===== config.mk =====
export PLATFORM = sky130hd
export DESIGN_NAME = ddrcd_top
export DESIGN_NICKNAME = d
export VERILOG_FILES = /design/src/design/ddrcd_sync.v /design/src/design/ddrcd_buf2.v /design/src/design/ddrcd_top.v
export VERILOG_INCLUDE_DIRS = /design/src /design/src/design
export SDC_FILE = /design/constraint.sdc
export NUM_CORES = 1
export LEC_CHECK = 0
export BUFFER_PORTS_ARGS = -buffer_cell sky130_fd_sc_hd__buf_4
export CAP_MARGIN = 20
export CORE_MARGIN = 1.5
export CORE_UTILIZATION = 55
export DETAILED_ROUTE_END_ITERATION = 16
export PLACE_DENSITY_LB_ADDON = 0.12
export SETUP_SLACK_MARGIN = 0.05
export SYNTH_ARGS = -nofsm -noshare
export SYNTH_HDL_FRONTEND = slang
export SYNTH_SLANG_ARGS = --single-unit
export TNS_END_PERCENT = 1

===== constraint.sdc =====
create_clock -name clock -period 6 [get_ports clock]
set_input_delay 1.5 -clock clock [delete_from_list [all_inputs] [get_ports clock]]
set_output_delay 1.5 -clock clock [all_outputs]
set_load 0.01 [all_outputs]

===== src/design/ddrcd_defines.vh =====
`ifndef DDRCD_DEFINES_VH
`define DDRCD_DEFINES_VH

// ****************************************************************
// Command codes {cs_n, ras_n, cas_n, we_n}
// ****************************************************************
`define DDRCD_CMD_LMR     4'h0
`define DDRCD_CMD_REF     4'h1
`define DDRCD_CMD_PRE     4'h2
`define DDRCD_CMD_ACT     4'h3
`define DDRCD_CMD_WR      4'h4
`define DDRCD_CMD_RD      4'h5
`define DDRCD_CMD_BST     4'h6
`define DDRCD_CMD_NOP     4'h7

// ****************************************************************
// Decoded command kinds
// ****************************************************************
`define DDRCD_K_NONE      4'h0
`define DDRCD_K_MRS       4'h1
`define DDRCD_K_EMRS      4'h2
`define DDRCD_K_ACT       4'h3
`define DDRCD_K_RD        4'h4
`define DDRCD_K_WR        4'h5
`define DDRCD_K_PRE       4'h6
`define DDRCD_K_PREALL    4'h7
`define DDRCD_K_BST       4'h8
`define DDRCD_K_REF       4'h9
`define DDRCD_K_SREF      4'ha
`define DDRCD_K_PDN       4'hb
`define DDRCD_K_EXIT      4'hc

// ****************************************************************
// Field positions and timing
// ****************************************************************
`define DDRCD_AP_BIT      10
`define DDRCD_COL_W       10
`define DDRCD_BL_HALF     6'h4
`define DDRCD_TWR_NS      15
`define DDRCD_TRP_NS      20
`define DDRCD_CLK_NS      40
// Whole clocks covering the ns figures, rounded up, sized for the counters
`define DDRCD_TWR_CYC     6'h1
`define DDRCD_TRP_CYC     6'h1

`endif


===== src/design/ddrcd_sync.v =====
`timescale 1ns/10ps
module ddrcd_sync (
    input  wire clock,
    input  wire sys_rst,
    input  wire din,
    output reg  dout
);
    reg s1_r;
    reg s2_r;
    reg s3_r;

    // Changes only once stages two and three agree
    always @(posedge clock) begin
        if (sys_rst) begin
            s1_r <= 1'b0;
            s2_r <= 1'b0;
            s3_r <= 1'b0;
            dout <= 1'b0;
        end else begin
            s1_r <= din;
            s2_r <= s1_r;
            s3_r <= s2_r;
            if (s2_r == s3_r) begin
                dout <= s3_r;
            end
        end
    end
endmodule


===== src/design/ddrcd_buf2.v =====
`timescale 1ns/10ps
module ddrcd_buf2 (
    input  wire        clock,
    input  wire        sys_rst,
    input  wire        in_valid,
    output wire        in_ready,
    input  wire [29:0] in_data,
    output wire        out_valid,
    input  wire        out_ready,
    output wire [29:0] out_data
);
    reg [29:0] mem_r [0:1];
    reg        wp_r;
    reg        rp_r;
    reg [1:0]  cnt_r;

    assign in_ready  = (cnt_r != 2'h2);
    assign out_valid = (cnt_r != 2'h0);
    assign out_data  = mem_r[rp_r];

    always @(posedge clock) begin
        if (sys_rst) begin
            wp_r  <= 1'b0;
            rp_r  <= 1'b0;
            cnt_r <= 2'h0;
        end else begin
            if (in_valid && in_ready) begin
                mem_r[wp_r] <= in_data;
                wp_r        <= ~wp_r;
            end
            if (out_valid && out_ready) begin
                rp_r <= ~rp_r;
            end
            case ({in_valid && in_ready, out_valid && out_ready})
                2'b10:   cnt_r <= cnt_r + 2'h1;
                2'b01:   cnt_r <= cnt_r - 2'h1;
                default: cnt_r <= cnt_r;
            endcase
        end
    end
endmodule


===== src/design/ddrcd_top.v =====
`timescale 1ns/10ps
`include "ddrcd_defines.vh"
module ddrcd_top (
    input  wire        clock,
    input  wire        sys_rst,
    input  wire        cke,
    input  wire        cs_n,
    input  wire        ras_n,
    input  wire        cas_n,
    input  wire        we_n,
    input  wire [12:0] addr,
    input  wire [1:0]  bank,
    input  wire [1:0]  dm_in,
    input  wire [15:0] dq_in,
    output reg  [15:0] dq_out,
    output reg  [1:0]  dq_oe,
    input  wire [1:0]  dqs_in,
    output reg  [1:0]  dqs_out,
    output reg  [1:0]  dqs_oe,
    input  wire [15:0] rd_data,
    input  wire        rd_valid,
    output reg  [3:0]  cmd_kind,
    output reg         cmd_strobe,
    output reg  [1:0]  cmd_bank,
    output reg  [12:0] cmd_addr,
    output reg         cmd_ap,
    output reg  [14:0] mr_value,
    output reg  [14:0] emr_value,
    output reg  [3:0]  bank_open,
    output reg  [3:0]  bank_locked,
    output reg         low_power,
    output reg         self_refresh,
    output wire        wr_valid,
    input  wire        wr_ready,
    output wire [15:0] wr_data,
    output wire [1:0]  wr_be,
    output wire [9:0]  wr_col,
    output wire [1:0]  wr_bank
);
    // ****************************************************************
    // Command decode
    // ****************************************************************
    function [3:0] decode;
        input       ck_prev;
        input       ck_now;
        input [3:0] code;
        input       bank0;
        input       ap;
        begin
            decode = `DDRCD_K_NONE;
            if (!ck_prev) begin
                decode = ck_now ? `DDRCD_K_EXIT : `DDRCD_K_NONE;
            end else if (!ck_now) begin
                decode = (code == `DDRCD_CMD_REF) ? `DDRCD_K_SREF
                                                  : `DDRCD_K_PDN;
            end else if (!code[3]) begin
                case (code)
                    `DDRCD_CMD_LMR: decode = bank0 ? `DDRCD_K_EMRS
                                                   : `DDRCD_K_MRS;
                    `DDRCD_CMD_REF: decode = `DDRCD_K_REF;
                    `DDRCD_CMD_PRE: decode = ap ? `DDRCD_K_PREALL
                                                : `DDRCD_K_PRE;
                    `DDRCD_CMD_ACT: decode = `DDRCD_K_ACT;
                    `DDRCD_CMD_WR:  decode = `DDRCD_K_WR;
                    `DDRCD_CMD_RD:  decode = `DDRCD_K_RD;
                    `DDRCD_CMD_BST: decode = `DDRCD_K_BST;
                    default:        decode = `DDRCD_K_NONE;
                endcase
            end
        end
    endfunction

    reg        cke_prev_r;
    wire [3:0] kind_nxt = decode(cke_prev_r, cke, {cs_n, ras_n, cas_n, we_n},
                                 bank[0], addr[`DDRCD_AP_BIT]);

    // ****************************************************************
    // Bank state and auto precharge lockout
    // ****************************************************************
    localparam [5:0] RD_LOCK = `DDRCD_BL_HALF + `DDRCD_TRP_CYC;
    localparam [5:0] WR_REC  = `DDRCD_BL_HALF + 6'h1 + `DDRCD_TWR_CYC;
    localparam [5:0] WR_LOCK = WR_REC + `DDRCD_TRP_CYC;

    reg [5:0] lock_cnt_r [0:3];
    reg [3:0] ap_wr_r;

    genvar g;
    generate
        for (g = 0; g < 4; g = g + 1) begin : g_bank
            wire hit = (bank == g);
            always @(posedge clock) begin
                if (sys_rst) begin
                    lock_cnt_r[g]  <= 6'h0;
                    ap_wr_r[g]     <= 1'b0;
                    bank_open[g]   <= 1'b0;
                    bank_locked[g] <= 1'b0;
                end else begin
                    if (kind_nxt == `DDRCD_K_ACT && hit) begin
                        bank_open[g] <= 1'b1;
                    end else if (kind_nxt == `DDRCD_K_PREALL) begin
                        bank_open[g] <= 1'b0;
                    end else if (kind_nxt == `DDRCD_K_PRE && hit) begin
                        bank_open[g] <= 1'b0;
                    end
                    if ((kind_nxt == `DDRCD_K_RD || kind_nxt == `DDRCD_K_WR) && hit
                        && addr[`DDRCD_AP_BIT]) begin
                        lock_cnt_r[g]  <= (kind_nxt == `DDRCD_K_RD) ? RD_LOCK
                                                                    : WR_LOCK;
                        ap_wr_r[g]     <= (kind_nxt == `DDRCD_K_WR);
                        bank_locked[g] <= 1'b1;
                    end else if (lock_cnt_r[g] != 6'h0) begin
                        lock_cnt_r[g] <= lock_cnt_r[g] - 6'h1;
                        // Row closes once the half burst has run out for a read, or write recovery for a write
                        // An activate in the same cycle wins over the close
                        if (lock_cnt_r[g] == (ap_wr_r[g] ? WR_LOCK - WR_REC
                                                         : `DDRCD_TRP_CYC)
                            && !(kind_nxt == `DDRCD_K_ACT && hit)) begin
                            bank_open[g] <= 1'b0;
                        end
                        if (lock_cnt_r[g] == 6'h1) begin
                            bank_locked[g] <= 1'b0;
                        end
                    end
                end
            end
        end
    endgenerate

    // ****************************************************************
    // Command outputs, mode registers and power state
    // ****************************************************************
    always @(posedge clock) begin
        if (sys_rst) begin
            cke_prev_r   <= 1'b0;
            cmd_kind     <= `DDRCD_K_NONE;
            cmd_strobe   <= 1'b0;
            cmd_bank     <= 2'h0;
            cmd_addr     <= 13'h0;
            cmd_ap       <= 1'b0;
            mr_value     <= 15'h0;
            emr_value    <= 15'h0;
            low_power    <= 1'b0;
            self_refresh <= 1'b0;
        end else begin
            cke_prev_r <= cke;
            cmd_kind   <= kind_nxt;
            cmd_strobe <= (kind_nxt != `DDRCD_K_NONE);
            if (kind_nxt != `DDRCD_K_NONE) begin
                cmd_bank <= bank;
                cmd_addr <= addr;
                cmd_ap   <= addr[`DDRCD_AP_BIT] &&
                            (kind_nxt == `DDRCD_K_RD || kind_nxt == `DDRCD_K_WR);
            end
            if (kind_nxt == `DDRCD_K_MRS) begin
                mr_value <= {bank, addr};
            end
            if (kind_nxt == `DDRCD_K_EMRS) begin
                emr_value <= {bank, addr};
            end
            if (kind_nxt == `DDRCD_K_SREF || kind_nxt == `DDRCD_K_PDN) begin
                low_power    <= 1'b1;
                self_refresh <= (kind_nxt == `DDRCD_K_SREF);
            end else if (kind_nxt == `DDRCD_K_EXIT) begin
                low_power    <= 1'b0;
                self_refresh <= 1'b0;
            end
        end
    end

    // ****************************************************************
    // Write capture on strobe edges, per byte lane
    // ****************************************************************
    wire [1:0] dqs_s;
    reg  [1:0] dqs_d_r;
    reg        wr_act_r;
    reg [9:0]  col_r;
    reg [1:0]  wbank_r;
    reg [15:0] beat_r;
    reg [1:0]  beat_be_r;
    reg        beat_v_r;
    wire       buf_ready;

    // ****************************************************************
    // Data and mask delay matched to the strobe synchroniser
    // ****************************************************************
    // The strobe edge is seen four clocks after the pin moves, so data
    // and mask pass four stages as well; they must hold one clock past
    // the strobe edge, a limit on how short the write data eye may be.
    reg [17:0] din_p1_r;
    reg [17:0] din_p2_r;
    reg [17:0] din_p3_r;
    reg [17:0] din_p4_r;

    always @(posedge clock) begin
        if (sys_rst) begin
            din_p1_r <= 18'h0;
            din_p2_r <= 18'h0;
            din_p3_r <= 18'h0;
            din_p4_r <= 18'h0;
        end else begin
            din_p1_r <= {dm_in, dq_in};
            din_p2_r <= din_p1_r;
            din_p3_r <= din_p2_r;
            din_p4_r <= din_p3_r;
        end
    end

    generate
        for (g = 0; g < 2; g = g + 1) begin : g_lane
            ddrcd_sync u_sync (
                .clock   (clock),
                .sys_rst (sys_rst),
                .din     (dqs_in[g]),
                .dout    (dqs_s[g])
            );
            always @(posedge clock) begin
                if (sys_rst) begin
                    dqs_d_r[g]   <= 1'b0;
                    beat_be_r[g] <= 1'b0;
                end else begin
                    dqs_d_r[g] <= dqs_s[g];
                    // Each edge of a lane's strobe while a write is active takes its byte and mask
                    if (wr_act_r && (dqs_s[g] != dqs_d_r[g])) begin
                        beat_r[8*g +: 8] <= din_p4_r[8*g +: 8];
                        beat_be_r[g]     <= ~din_p4_r[16+g];
                    end
                end
            end
        end
    endgenerate

    // Lane zero paces the beat; lanes are assumed strobed together
    always @(posedge clock) begin
        if (sys_rst) begin
            wr_act_r <= 1'b0;
            col_r    <= 10'h0;
            wbank_r  <= 2'h0;
            beat_v_r <= 1'b0;
        end else begin
            if (kind_nxt == `DDRCD_K_WR) begin
                wr_act_r <= 1'b1;
                col_r    <= addr[`DDRCD_COL_W-1:0];
                wbank_r  <= bank;
            end else if (kind_nxt != `DDRCD_K_NONE) begin
                wr_act_r <= 1'b0;
            end
            beat_v_r <= wr_act_r && (dqs_s[0] != dqs_d_r[0]);
        end
    end

    // A full buffer drops the beat rather than stall a pin-timed link
    ddrcd_buf2 u_buf (
        .clock     (clock),
        .sys_rst   (sys_rst),
        .in_valid  (beat_v_r && (beat_be_r != 2'h0)),
        .in_ready  (buf_ready),
        .in_data   ({wbank_r, col_r, beat_be_r, beat_r}),
        .out_valid (wr_valid),
        .out_ready (wr_ready),
        .out_data  ({wr_bank, wr_col, wr_be, wr_data})
    );

    // ****************************************************************
    // Read drive: strobe toggles with each data word
    // ****************************************************************
    always @(posedge clock) begin
        if (sys_rst) begin
            dq_out  <= 16'h0;
            dq_oe   <= 2'h0;
            dqs_out <= 2'h0;
            dqs_oe  <= 2'h0;
        end else begin
            dq_oe  <= {2{rd_valid}};
            dqs_oe <= {2{rd_valid}};
            if (rd_valid) begin
                dq_out  <= rd_data;
                dqs_out <= ~dqs_out;
            end else begin
                dqs_out <= 2'h0;
            end
        end
    end
endmodule


# Yosys cells after proc, flatten, opt, wreduce, memory -nomap -nowiden
# Memories as Yosys holds them, arrays and structs flattened. A register that Yosys moved wholly into a read port is not among the register bits.
# Cells that the tools add are included.
classes:
  bitwise_logic: 15
  n_addsub: 6
  n_mux: 94
  n_reduce_logical: 59
  eq_ne: 30
ops:
  columns: ["cell", "count"]
  rows:
  - ["$mux W1", 78]
  - ["$mux W6", 8]
  - ["$eq A4 B3 Y1 const B", 7]
  - ["$pmux W4 S7", 1]
  - ["$logic_and A1 B1 Y1", 26]
  - ["$reduce_bool A2 Y1", 13]
  - ["$eq A6 B1 Y1 const B", 4]
  - ["$reduce_bool A6 Y1", 4]
  - ["$sub A6 B1 Y6 const B", 4]
  - ["$eq A4 B2 Y1 const B", 4]
  - ["$mux W4", 4]
  - ["$eq A4 B4 Y1 const B", 3]
  - ["$reduce_and A2 Y1", 6]
  - ["$eq A4 B1 Y1 const B", 2]
  - ["$or A1 B1 Y1", 8]
  - ["$eq A2 B2 Y1 const B", 3]
  - ["$not A1 Y1", 6]
  - ["$eq A2 B1 Y1 const B", 2]
  - ["$logic_not A1 Y1", 4]
  - ["$logic_not A4 Y1", 1]
  - ["$mux W2", 2]
  - ["$pmux W2 S2", 1]
  - ["$reduce_bool A4 Y1", 1]
  - ["$add A2 B1 Y2 const B", 1]
  - ["8 further kinds", 11]
word_totals:
  word_cells: 252
  in_bits: 60
  mem_count: 2
  ramBits: 84
  ff_bits: 199
  output_inout_bits: 114
mem_list:
  columns: ["memory", "words", "width", "rd", "rd_ports_with_merged_regs", "write_ports", "line_no", "rtl"]
  rows:
  - ["u_buf.mem_r", 2, 30, 1, 1, 1, "ddrcd_buf2.v:12", "reg [29:0] mem_r [0:1];"]
  - ["lock_cnt_r", 4, 6, 4, 0, 4, "ddrcd_top.v:84", "reg [5:0] lock_cnt_r [0:3];"]

# Longest topological paths before layout
# Gate-level depths: netlist of the first run.
logic_depth:
  word_depth: 14
  ltp_mapped: 7
  depth_no_buf: 6

# Modules after synthesis
# A second synthesis of the first run with hierarchy kept.
hier_totals:
  hier_cells: 842
  hier_area_um2: 10351.2
modules_own_cells:
  columns: ["module", "area_per_inst_um2", "seq_area_each_um2", "instances", "cells_each"]
  rows:
  - ["ddrcd_top", 7744.9, 4624.4, 1, 703]
  - ["ddrcd_buf2", 2381.0, 1901.8, 1, 119]
  - ["ddrcd_sync", 112.6, 80.1, 2, 10]

# Worst setup path after synthesis of the first run
# Ideal clock, no wire load.
synth_timing:
  path_type: "input to register"
  start: "in sys_rst"
  end: "mem u_buf.mem_r[1][0], enable pin"
  arrival_time_ns: 4.171
  path_stages: 3
  slack_ns: 1.368
  setup_ns: 0.461
  path_cell_list: "clkbuf_1 > buf_1 > nor3b_1"
synth_via:
  elab_chain_len: 2
synth_rtl:
  columns: ["item", "line_no", "rtl"]
  rows:
  - ["start: declaration", "ddrcd_top.v:5", "input wire sys_rst,"]
  - ["$mux W1", "ddrcd_buf2.v:22", "if (sys_rst) begin"]
  - ["$mux W1 (not written as such)", "ddrcd_buf2.v:28", "mem_r[wp_r] <= in_data;"]
  - ["end: declaration", "ddrcd_buf2.v:12", null]
# Every way passes these cells.

==> impl_metrics.tcl, run 1 <==
set metrics [dict create \
    dp.cells 1186 \
    wirelength_mm 18.81 \
    io_pins 174 \
    setup_ws_ps 2350 \
    ys.flop_type "dfxtp_1" \
    drv_cap 0 \
    fillers 1327 \
    antenna_cells 0 \
    vdd_drop_max_mv 0.2543 \
    dpl_worst_slack_ps 2539 \
    ys_top_cells_by_area "dfxtp_1 36%, edfxtp_1 29%, mux2i_1 7.2%" \
    grtUsageTotal_pct 19.13 \
    hpwlAfterDp_mm 12.64 \
    ctsHoldBuffers 0 \
    fin_cells 1240 \
    post_cts_resize_count 0 \
    rsz0062_at_grt "false" \
    required_ps 4500 \
    cp-start-kind "flip-flop" \
    cts_setup_buffers 0 \
    worst_hold_slack_ps 402.5 \
    syn-num-nets 890 \
    core-area_sq_um 18090 \
    syn-cell-area_sq_um 10200 \
    grt_max_degree 114 \
    synth-seq-area-share_pct 65.56 \
    crit_chain "buf_4 > mux2_2 > buf_4" \
    ys_warn_count 0 \
    syn2layout_area_growth_pct 23.22 \
    crit_path_max_incr_delay_ps 710 \
    period_share_pct 60.84 \
    setup_violations 0 \
    cp_max_fo 18 \
    numCtsBuffers 28 \
    violations "design-rule violations" \
    die-area_sq_um 19370 \
    clkSlewWorstSetupHoldPaths_ps 60 \
    grt_first_pass_wirelength_mm 30.34 \
    critical-path-slowest-cell "dfxtp_1" \
    crit_path_end_kind "primary output" \
    multi_input_area_sq_um 3281 \
    rrSetupSlack_ps 3730 \
    grt_pass1_vias 5996 \
    gp_congestion 0.8056 \
    drv_slew 0 \
    placed_area_sq_um 11650 \
    clk_latency_ps 520 \
    power_leakage_nw 5.252 \
    fin_area_sq_um 12570 \
    io_buffers 173 \
    clock-root-buffer "clkbuf_16" \
    synth_top_cell_by_area "dfxtp_1" \
    nets 1060 \
    cts.htree.levels 1 \
    vias_per_cell 5.010 \
    synth.top_cells.by_count "184 x dfxtp_1, 114 x nor2_1, 100 x edfxtp_1" \
    fin_util_pct 69.48 \
    power_density_nw_per_um2 346.9 \
    fin_crit_ps 3650 \
    hold_viol 0 \
    cp.arrival_ps 2150 \
    drt_iter0_markers 352 \
    synth_edf_count 100 \
    critPathMostFrequentCell "buf_4" \
    die_h_microns 139.2 \
    drt.antenna.violating_nets 0 \
    finClkSkew_ps 12.24 \
    synthArstFlopShare_pct 0 \
    vias 6213 \
    status "finished, violations left" \
    synth.ff_latch_count 284 \
    placementRows 49 \
    yosysMostFrequentCell "dfxtp_1" \
    syn_avg_cell_area_sq_um 12.45 \
    post-route-drc-count 4 \
    wl_per_cell_microns 15.17 \
    final.setup.tns_ps 0 \
    drive_gt1_share_pct 26.41 \
    clock_path_buffers 3 \
    fp.dieW_microns 139.2 \
    syn_inst 819 \
    overflow 0 \
    total_power_mw 4.360 \
    max_slew.worst_pin.slew_ps 1002 \
    start_util_pct 56.39 \
    max_freq_ghz 0.2739 \
    path_class "reg2out" \
    seq_area_sq_um 6686 \
    cts_tree "done" \
    dr.pass1.iters 10 \
    slew_headroom_pct 32.92 \
    synth_top_area_share_pct 36.12 \
    cts.sinks 284 \
    hold_class "reg2reg" \
    synthDistinctLibCells 52 \
    antenna_found_initial 0 \
]
[worst paths after layout]
check / from / to / cells after the start
setup / recovery: flip-flop / wr_data[15] / 3
hold / removal: din_p4_r[6] / beat_r[6] / 0
hold reg to reg: din_p4_r[6] / beat_r[6] / 0
setup reg to reg: beat_be_r[0] / u_buf.mem_r[1][6] / 3
[state kept, by name (all words and copies together) (netlist names), 4 cells and up, named ones only]
register	flops
lock_cnt_r	24
emr_value	15
bank_open	4
mr_value	15
dq_out	16
din_p3_r	18
cmd_addr	13
din_p4_r	18
u_buf.mem_r	60
bank_locked	4
din_p1_r	18
beat_r	16
col_r	10
din_p2_r	18
cmd_kind	4
[cell type report]
class	instances	area share (%)
clock buffers	38	6.352
well taps	229	2.280
flip-flops and latches	284	53.21
repair buffers	181	11.05
inverters	12	0.3584
clock inverters	14	0.6472
multi-input cells	482	26.11
[worst max-delay path, delay by kind of cell, from the launching register on]
| kind | cells | cell delay (ps) |
|---|---|---|
| buf+inv | 2 | 520 |
| mux | 1 | 390 |
| flops | 1 | 710 |
[power by group]
part / internal [mW] / switching (mW)
clock: 0.932 / 0.692
combinational: 0.245 / 0.297
sequential: 2.12 / 0.0723
[placed cells by master (no fill, tap or decap), types with 3 or more instances in the layout]
master	n
clkbuf_16	28
nor2b_1	86
mux2_2	30
nor3_1	7
inv_1	13
nand2b_1	7
buf_4	178
and3b_1	3
nand3_1	4
nor3b_1	3
nand2_1	32
edfxtp_1	100
clkbuf_1	4
clkinv_2	8
xor2_1	13
nand4_1	3
dfxtp_1	184
or3_1	6
nor4_1	5
and2_1	5
a21oi_1	25
xnor2_1	7
nand3b_1	9
and3_1	3
o21ai_0	3
and4_1	4
nor2_1	114
ha_1	11
mux2i_1	73
clkbuf_8	7
[cells by family (layout without fill, tap and decap cells)]
family	after synthesis	after routing	share of synthesized area [%]
buffers and inverters	53	245	2.404
AND/OR/NAND/NOR	298	298	15.21
adder cells (fa/ha/maj)	11	11	1.350
multiplexers	103	103	10.48
XOR/XNOR	20	20	1.718
flip-flops	284	284	65.56
AO/OA/AOI/OAI	50	50	3.276
[layer usage]
metal / GRT usage (%) / vias up / routed length (microns)
met5: 0 / - / 0
met4: 5.375 / 0 / 349
li1: - / 3140 / -
met1: 27.45 / 2899 / 8951
met2: 29.42 / 151 / 8325
met3: 4.213 / 23 / 1185
No activity file was read; power rests on OpenSTA's default activity.
==> inputs of run 2 (changes only) <==
==> constraint.sdc (replaced) <==
create_clock -name clock -period 3.5 [get_ports clock]
set_input_delay 0.875 -clock clock [delete_from_list [all_inputs] [get_ports clock]]
set_output_delay 0.875 -clock clock [all_outputs]
set_load 0.01 [all_outputs]
==> impl_metrics.tcl, run 2 (synthesized netlist as in run 1, its figures left out) <==
set metrics [dict create \
    cts_tree "done" \
    max_slew.worst_pin.slew_ps 713.4 \
    vias 6171 \
    io_pins 174 \
    antenna_cells 0 \
    start_util_pct 56.39 \
    cts.htree.levels 1 \
    placementRows 49 \
    die_h_microns 139.2 \
    post_cts_resize_count 0 \
    cp.arrival_ps 1650 \
    setup_ws_ps 970.4 \
    cts.sinks 284 \
    vdd_drop_max_mv 0.4330 \
    hpwlAfterDp_mm 12.51 \
    final.setup.tns_ps 0 \
    dr.pass1.iters 13 \
    grt.met1_usage_pct 26.86 \
    finClkSkew_ps 8.179 \
    drv_cap 0 \
    grt_util_met2_pct 30.26 \
    gp_congestion 0.8061 \
    hold_viol 0 \
    path_class "reg2out" \
    grtUsageTotal_pct 19.40 \
    hold_class "reg2reg" \
    power_leakage_nw 5.292 \
    grt_pass1_vias 5947 \
    cts_setup_buffers 0 \
    wirelength_mm 18.92 \
    fin_cells 1240 \
    period_share_pct 72.28 \
    fp.dieW_microns 139.2 \
    clock-root-buffer "clkbuf_16" \
    slew_headroom_pct 52.44 \
    post-route-drc-count 8 \
    layout_commonest_cell "dfxtp_1" \
    drive_gt1_share_pct 26.90 \
    clock_path_buffers 3 \
    grt_max_degree 170 \
    nets 1061 \
    dp.cells 1189 \
    power_density_nw_per_um2 605.7 \
    grt_first_pass_wirelength_mm 30.54 \
    die-area_sq_um 19370 \
    crit_path_end_kind "primary output" \
    mostFrequentLayoutCells "184 x dfxtp_1, 180 x buf_4, 114 x nor2_1" \
    setup_violations 0 \
    fin_crit_ps 2530 \
    rsz0062_at_grt "false" \
    ctsHoldBuffers 0 \
    drt_iter0_markers 360 \
    clk_latency_ps 520 \
    total_power_mw 7.655 \
    core-area_sq_um 18090 \
    cp-start-kind "flip-flop" \
    antenna_found_initial 0 \
    wl_per_cell_microns 15.26 \
    dpl_worst_slack_ps 756.5 \
    fillers 1309 \
    numCtsBuffers 27 \
    status "finished, violations left" \
    reg.largest.list "u_buf.mem_r x60, lock_cnt_r x24" \
    clkSlewWorstSetupHoldPaths_ps 60 \
    syn2layout_area_growth_pct 23.92 \
    cp_max_fo 18 \
    vias_per_cell 4.977 \
    largest_reg_flops 60 \
    drv_slew 0 \
    required_ps 2620 \
    max_freq_ghz 0.3953 \
    overflow 0 \
    busiest_layer "met2" \
    violations "design-rule violations" \
    io_buffers 173 \
    drt.antenna.violating_nets 0 \
    use_met3_pct 5.490 \
    regMostFlops "u_buf.mem_r" \
]
[run 2: cell count changes in the layout (fill, tap and decap cells not counted), sizes merged]
cell	change
buf	+3
clkbuf	-3
bufinv	+2
clkinv	-2
clkinvlp	+1
inv	-1
[run 2: layer usage]
metal  vias to the layer above  wire, microns
li1                       3135              -
met1                      2844           8722
met2                       170           8487
met3                        22           1446
met4                         0            267
met5                         -              0
[run 2: worst paths after layout]
path | from | end | slack [ps] | cells past startpoint
setup / recovery | flip-flop | wr_data[10] | 970 | 3
hold / removal | din_p4_r[1] | beat_r[1] | 400 | 0
setup reg to reg | cke_prev_r | emr_value[4] | 1480 | 5
hold reg to reg | din_p4_r[1] | beat_r[1] | 400 | 0
[run 2: critical path: stages (launching register included)]
cell,delay [ps]
dfxtp_1,340
buf_4,260
mux2_2,380
buf_4,150
[run 2: metrics by stage]
stage	utilization, %	instance area [sq um]	hold slack [ps]
after CTS	69.82	12630	404.3
after global placement	64.62	11690	386.8
after global routing	69.88	12640	418.5
final	69.88	12640	404.1
after floorplan	-	10200	385.5
after detailed placement	64.62	11690	388.7
[run 2: cell type report]
class                      instances  area, sq um  area share, %
sequential                       284         6686          52.91
clock buffer                      36        812.0          6.425
tap                              229        286.5          2.267
timing repair buffer             183         1394          11.03
clock inverter                    14        127.6          1.010
inverter                          12        45.04         0.3564
multi-input combinational        482         3287          26.01
[run 2: power breakdown]
part           internal [mW]  switching (mW)  total, mW
Sequential              3.64           0.117       3.75
Clock                   1.78            1.18       2.96
Combinational          0.419           0.524      0.943
Total                   5.83            1.82       7.66
==> inputs of run 3 (changes only) <==
==> constraint.sdc (replaced) <==
create_clock -name clock -period 2.55 [get_ports clock]
set_input_delay 0.6375 -clock clock [delete_from_list [all_inputs] [get_ports clock]]
set_output_delay 0.6375 -clock clock [all_outputs]
set_load 0.01 [all_outputs]
==> impl_metrics.tcl, run 3 (synthesized netlist as in run 1, its figures left out) <==
set metrics [dict create \
    total_power_mw 10.24 \
    vias_per_cell 4.970 \
    clkSlewWorstSetupHoldPaths_ps 60 \
    cts_setup_buffers 0 \
    drv_slew 0 \
    clock-root-buffer "clkbuf_16" \
    grt_first_pass_wirelength_mm 30.85 \
    placementRows 49 \
    power_density_nw_per_um2 813.2 \
    antenna_found_initial 0 \
    cts.htree.levels 1 \
    start_util_pct 56.39 \
    fillers 1335 \
    cp-start-kind "flip-flop" \
    numCtsBuffers 27 \
    cts_tree "done" \
    pwr-share-clk_pct 36.8 \
    syn2layout_area_growth_pct 23.48 \
    seqPwrFrac_pct 50.4 \
    final.setup.tns_ps 0 \
    max_slew.worst_pin.slew_ps 675.5 \
    core-area_sq_um 18090 \
    overflow 0 \
    cp.arrival_ps 1640 \
    setup_violations 0 \
    drv_cap 0 \
    dr.pass1.iters 13 \
    io_buffers 173 \
    wl_per_cell_microns 15.33 \
    dpl_worst_slack_ps 138.0 \
    setup_ws_ps 272.2 \
    drt_iter0_markers 306 \
    cts.sinks 284 \
    fin_util_pct 69.63 \
    regMostFlops "u_buf.mem_r" \
    io_pins 174 \
    hold_viol 0 \
    period_share_pct 89.32 \
    status "finished, violations left" \
    hold_class "in2reg" \
    grt_pass1_vias 6089 \
    layout_commonest_cell "buf_4" \
    hpwlAfterDp_mm 13.00 \
    antenna_cells 0 \
    post_cts_resize_count 0 \
    gp_congestion 0.7743 \
    die-area_sq_um 19370 \
    grtUsageTotal_pct 19.64 \
    mostFrequentLayoutCells "185 x buf_4, 184 x dfxtp_1, 114 x nor2_1" \
    multi_input_area_sq_um 3293 \
    drive_gt1_share_pct 26.50 \
    cp_max_fo 12 \
    seq_area_sq_um 6686 \
    grt_max_degree 124 \
    violations "design-rule violations" \
    clock_path_buffers 3 \
    swShare_pct 24.29 \
    fin_crit_ps 2278 \
    path_class "reg2out" \
    drt.antenna.violating_nets 0 \
    finClkSkew_ps 12.93 \
    vdd_drop_max_mv 0.5527 \
    rsz0062_at_grt "false" \
    slew_headroom_pct 54.96 \
    vias 6183 \
    p_switching_mw 2.487 \
    crit_path_end_kind "primary output" \
    reg.largest.list "u_buf.mem_r x60, lock_cnt_r x24" \
    max_freq_ghz 0.4390 \
    fp.dieW_microns 139.2 \
    required_ps 1910 \
    ctsHoldBuffers 0 \
    post-route-drc-count 6 \
    nets 1065 \
    largest_reg_flops 60 \
    die_h_microns 139.2 \
    wirelength_mm 19.07 \
    combPwrFrac_pct 12.8 \
    p_int_mw 7.754 \
    power_leakage_nw 5.269 \
    clk_latency_ps 540 \
]
[run 3: cell types whose count changed in the layout (fill, tap and decap cells not counted), sizes merged]
cell / delta
buf: +4
bufinv: -2
clkbuf: +7
clkinv: -3
clkinvlp: -2
[run 3: power groups by stage]
| stage | registers (mW) | clock network (mW) | logic, mW |
|---|---|---|---|
| 2_1_floorplan | 5.23 | 0 | 0.919 |
| 3_3_place_gp | 5.24 | 0 | 1.27 |
| 3_5_place_dp | 5.25 | 0 | 1.29 |
| 4_1_cts | 5.16 | 3.86 | 1.31 |
| 5_1_grt | 5.19 | 4.05 | 1.49 |
| 6_report | 5.16 | 3.77 | 1.31 |
[run 3: final timing paths]
path,slack (ps),to,cells past startpoint,startpoint
worst max-delay path,270,wr_col[7],3,flip-flop
worst min-delay path,310,din_p1_r[15],2,dq_in[15]
worst max register to register,600,u_buf.cnt_r[1],5,u_buf.cnt_r[1]
worst min register to register,400,beat_r[12],0,din_p4_r[12]
[run 3: layout make-up]
type,instances,area share (%)
sequential,284,53.09
multi-input combinational,482,26.15
timing repair buffer,187,11.28
clock buffer,43,6.418
tap,229,2.275
clock inverter,7,0.4272
inverter,12,0.3577
[run 3: stage by stage]
step,hold slack (ps),instance area (sq um),instances
floorplan,385.5,10210,819
detailed placement,388.7,11730,1194
global placement,388.4,11730,1194
finish,308.1,12590,1244
global route,293.4,12590,1244
CTS,289.9,12590,1244
[run 3: worst max-delay path, cell delays in order (launching register included)]
cell and delay (ps):
dfxtp_1 320, buf_4 220, mux2_2 400, buf_4 150
[run 3: layer usage]
metal / track usage, % / vias up / share of wire [%]
li1: - / 3159 / -
met4: 5.151 / 0 / 1.6
met5: 0 / - / 0
met3: 5.041 / 28 / 6.9
met1: 26.90 / 2837 / 46
met2: 31.32 / 159 / 45
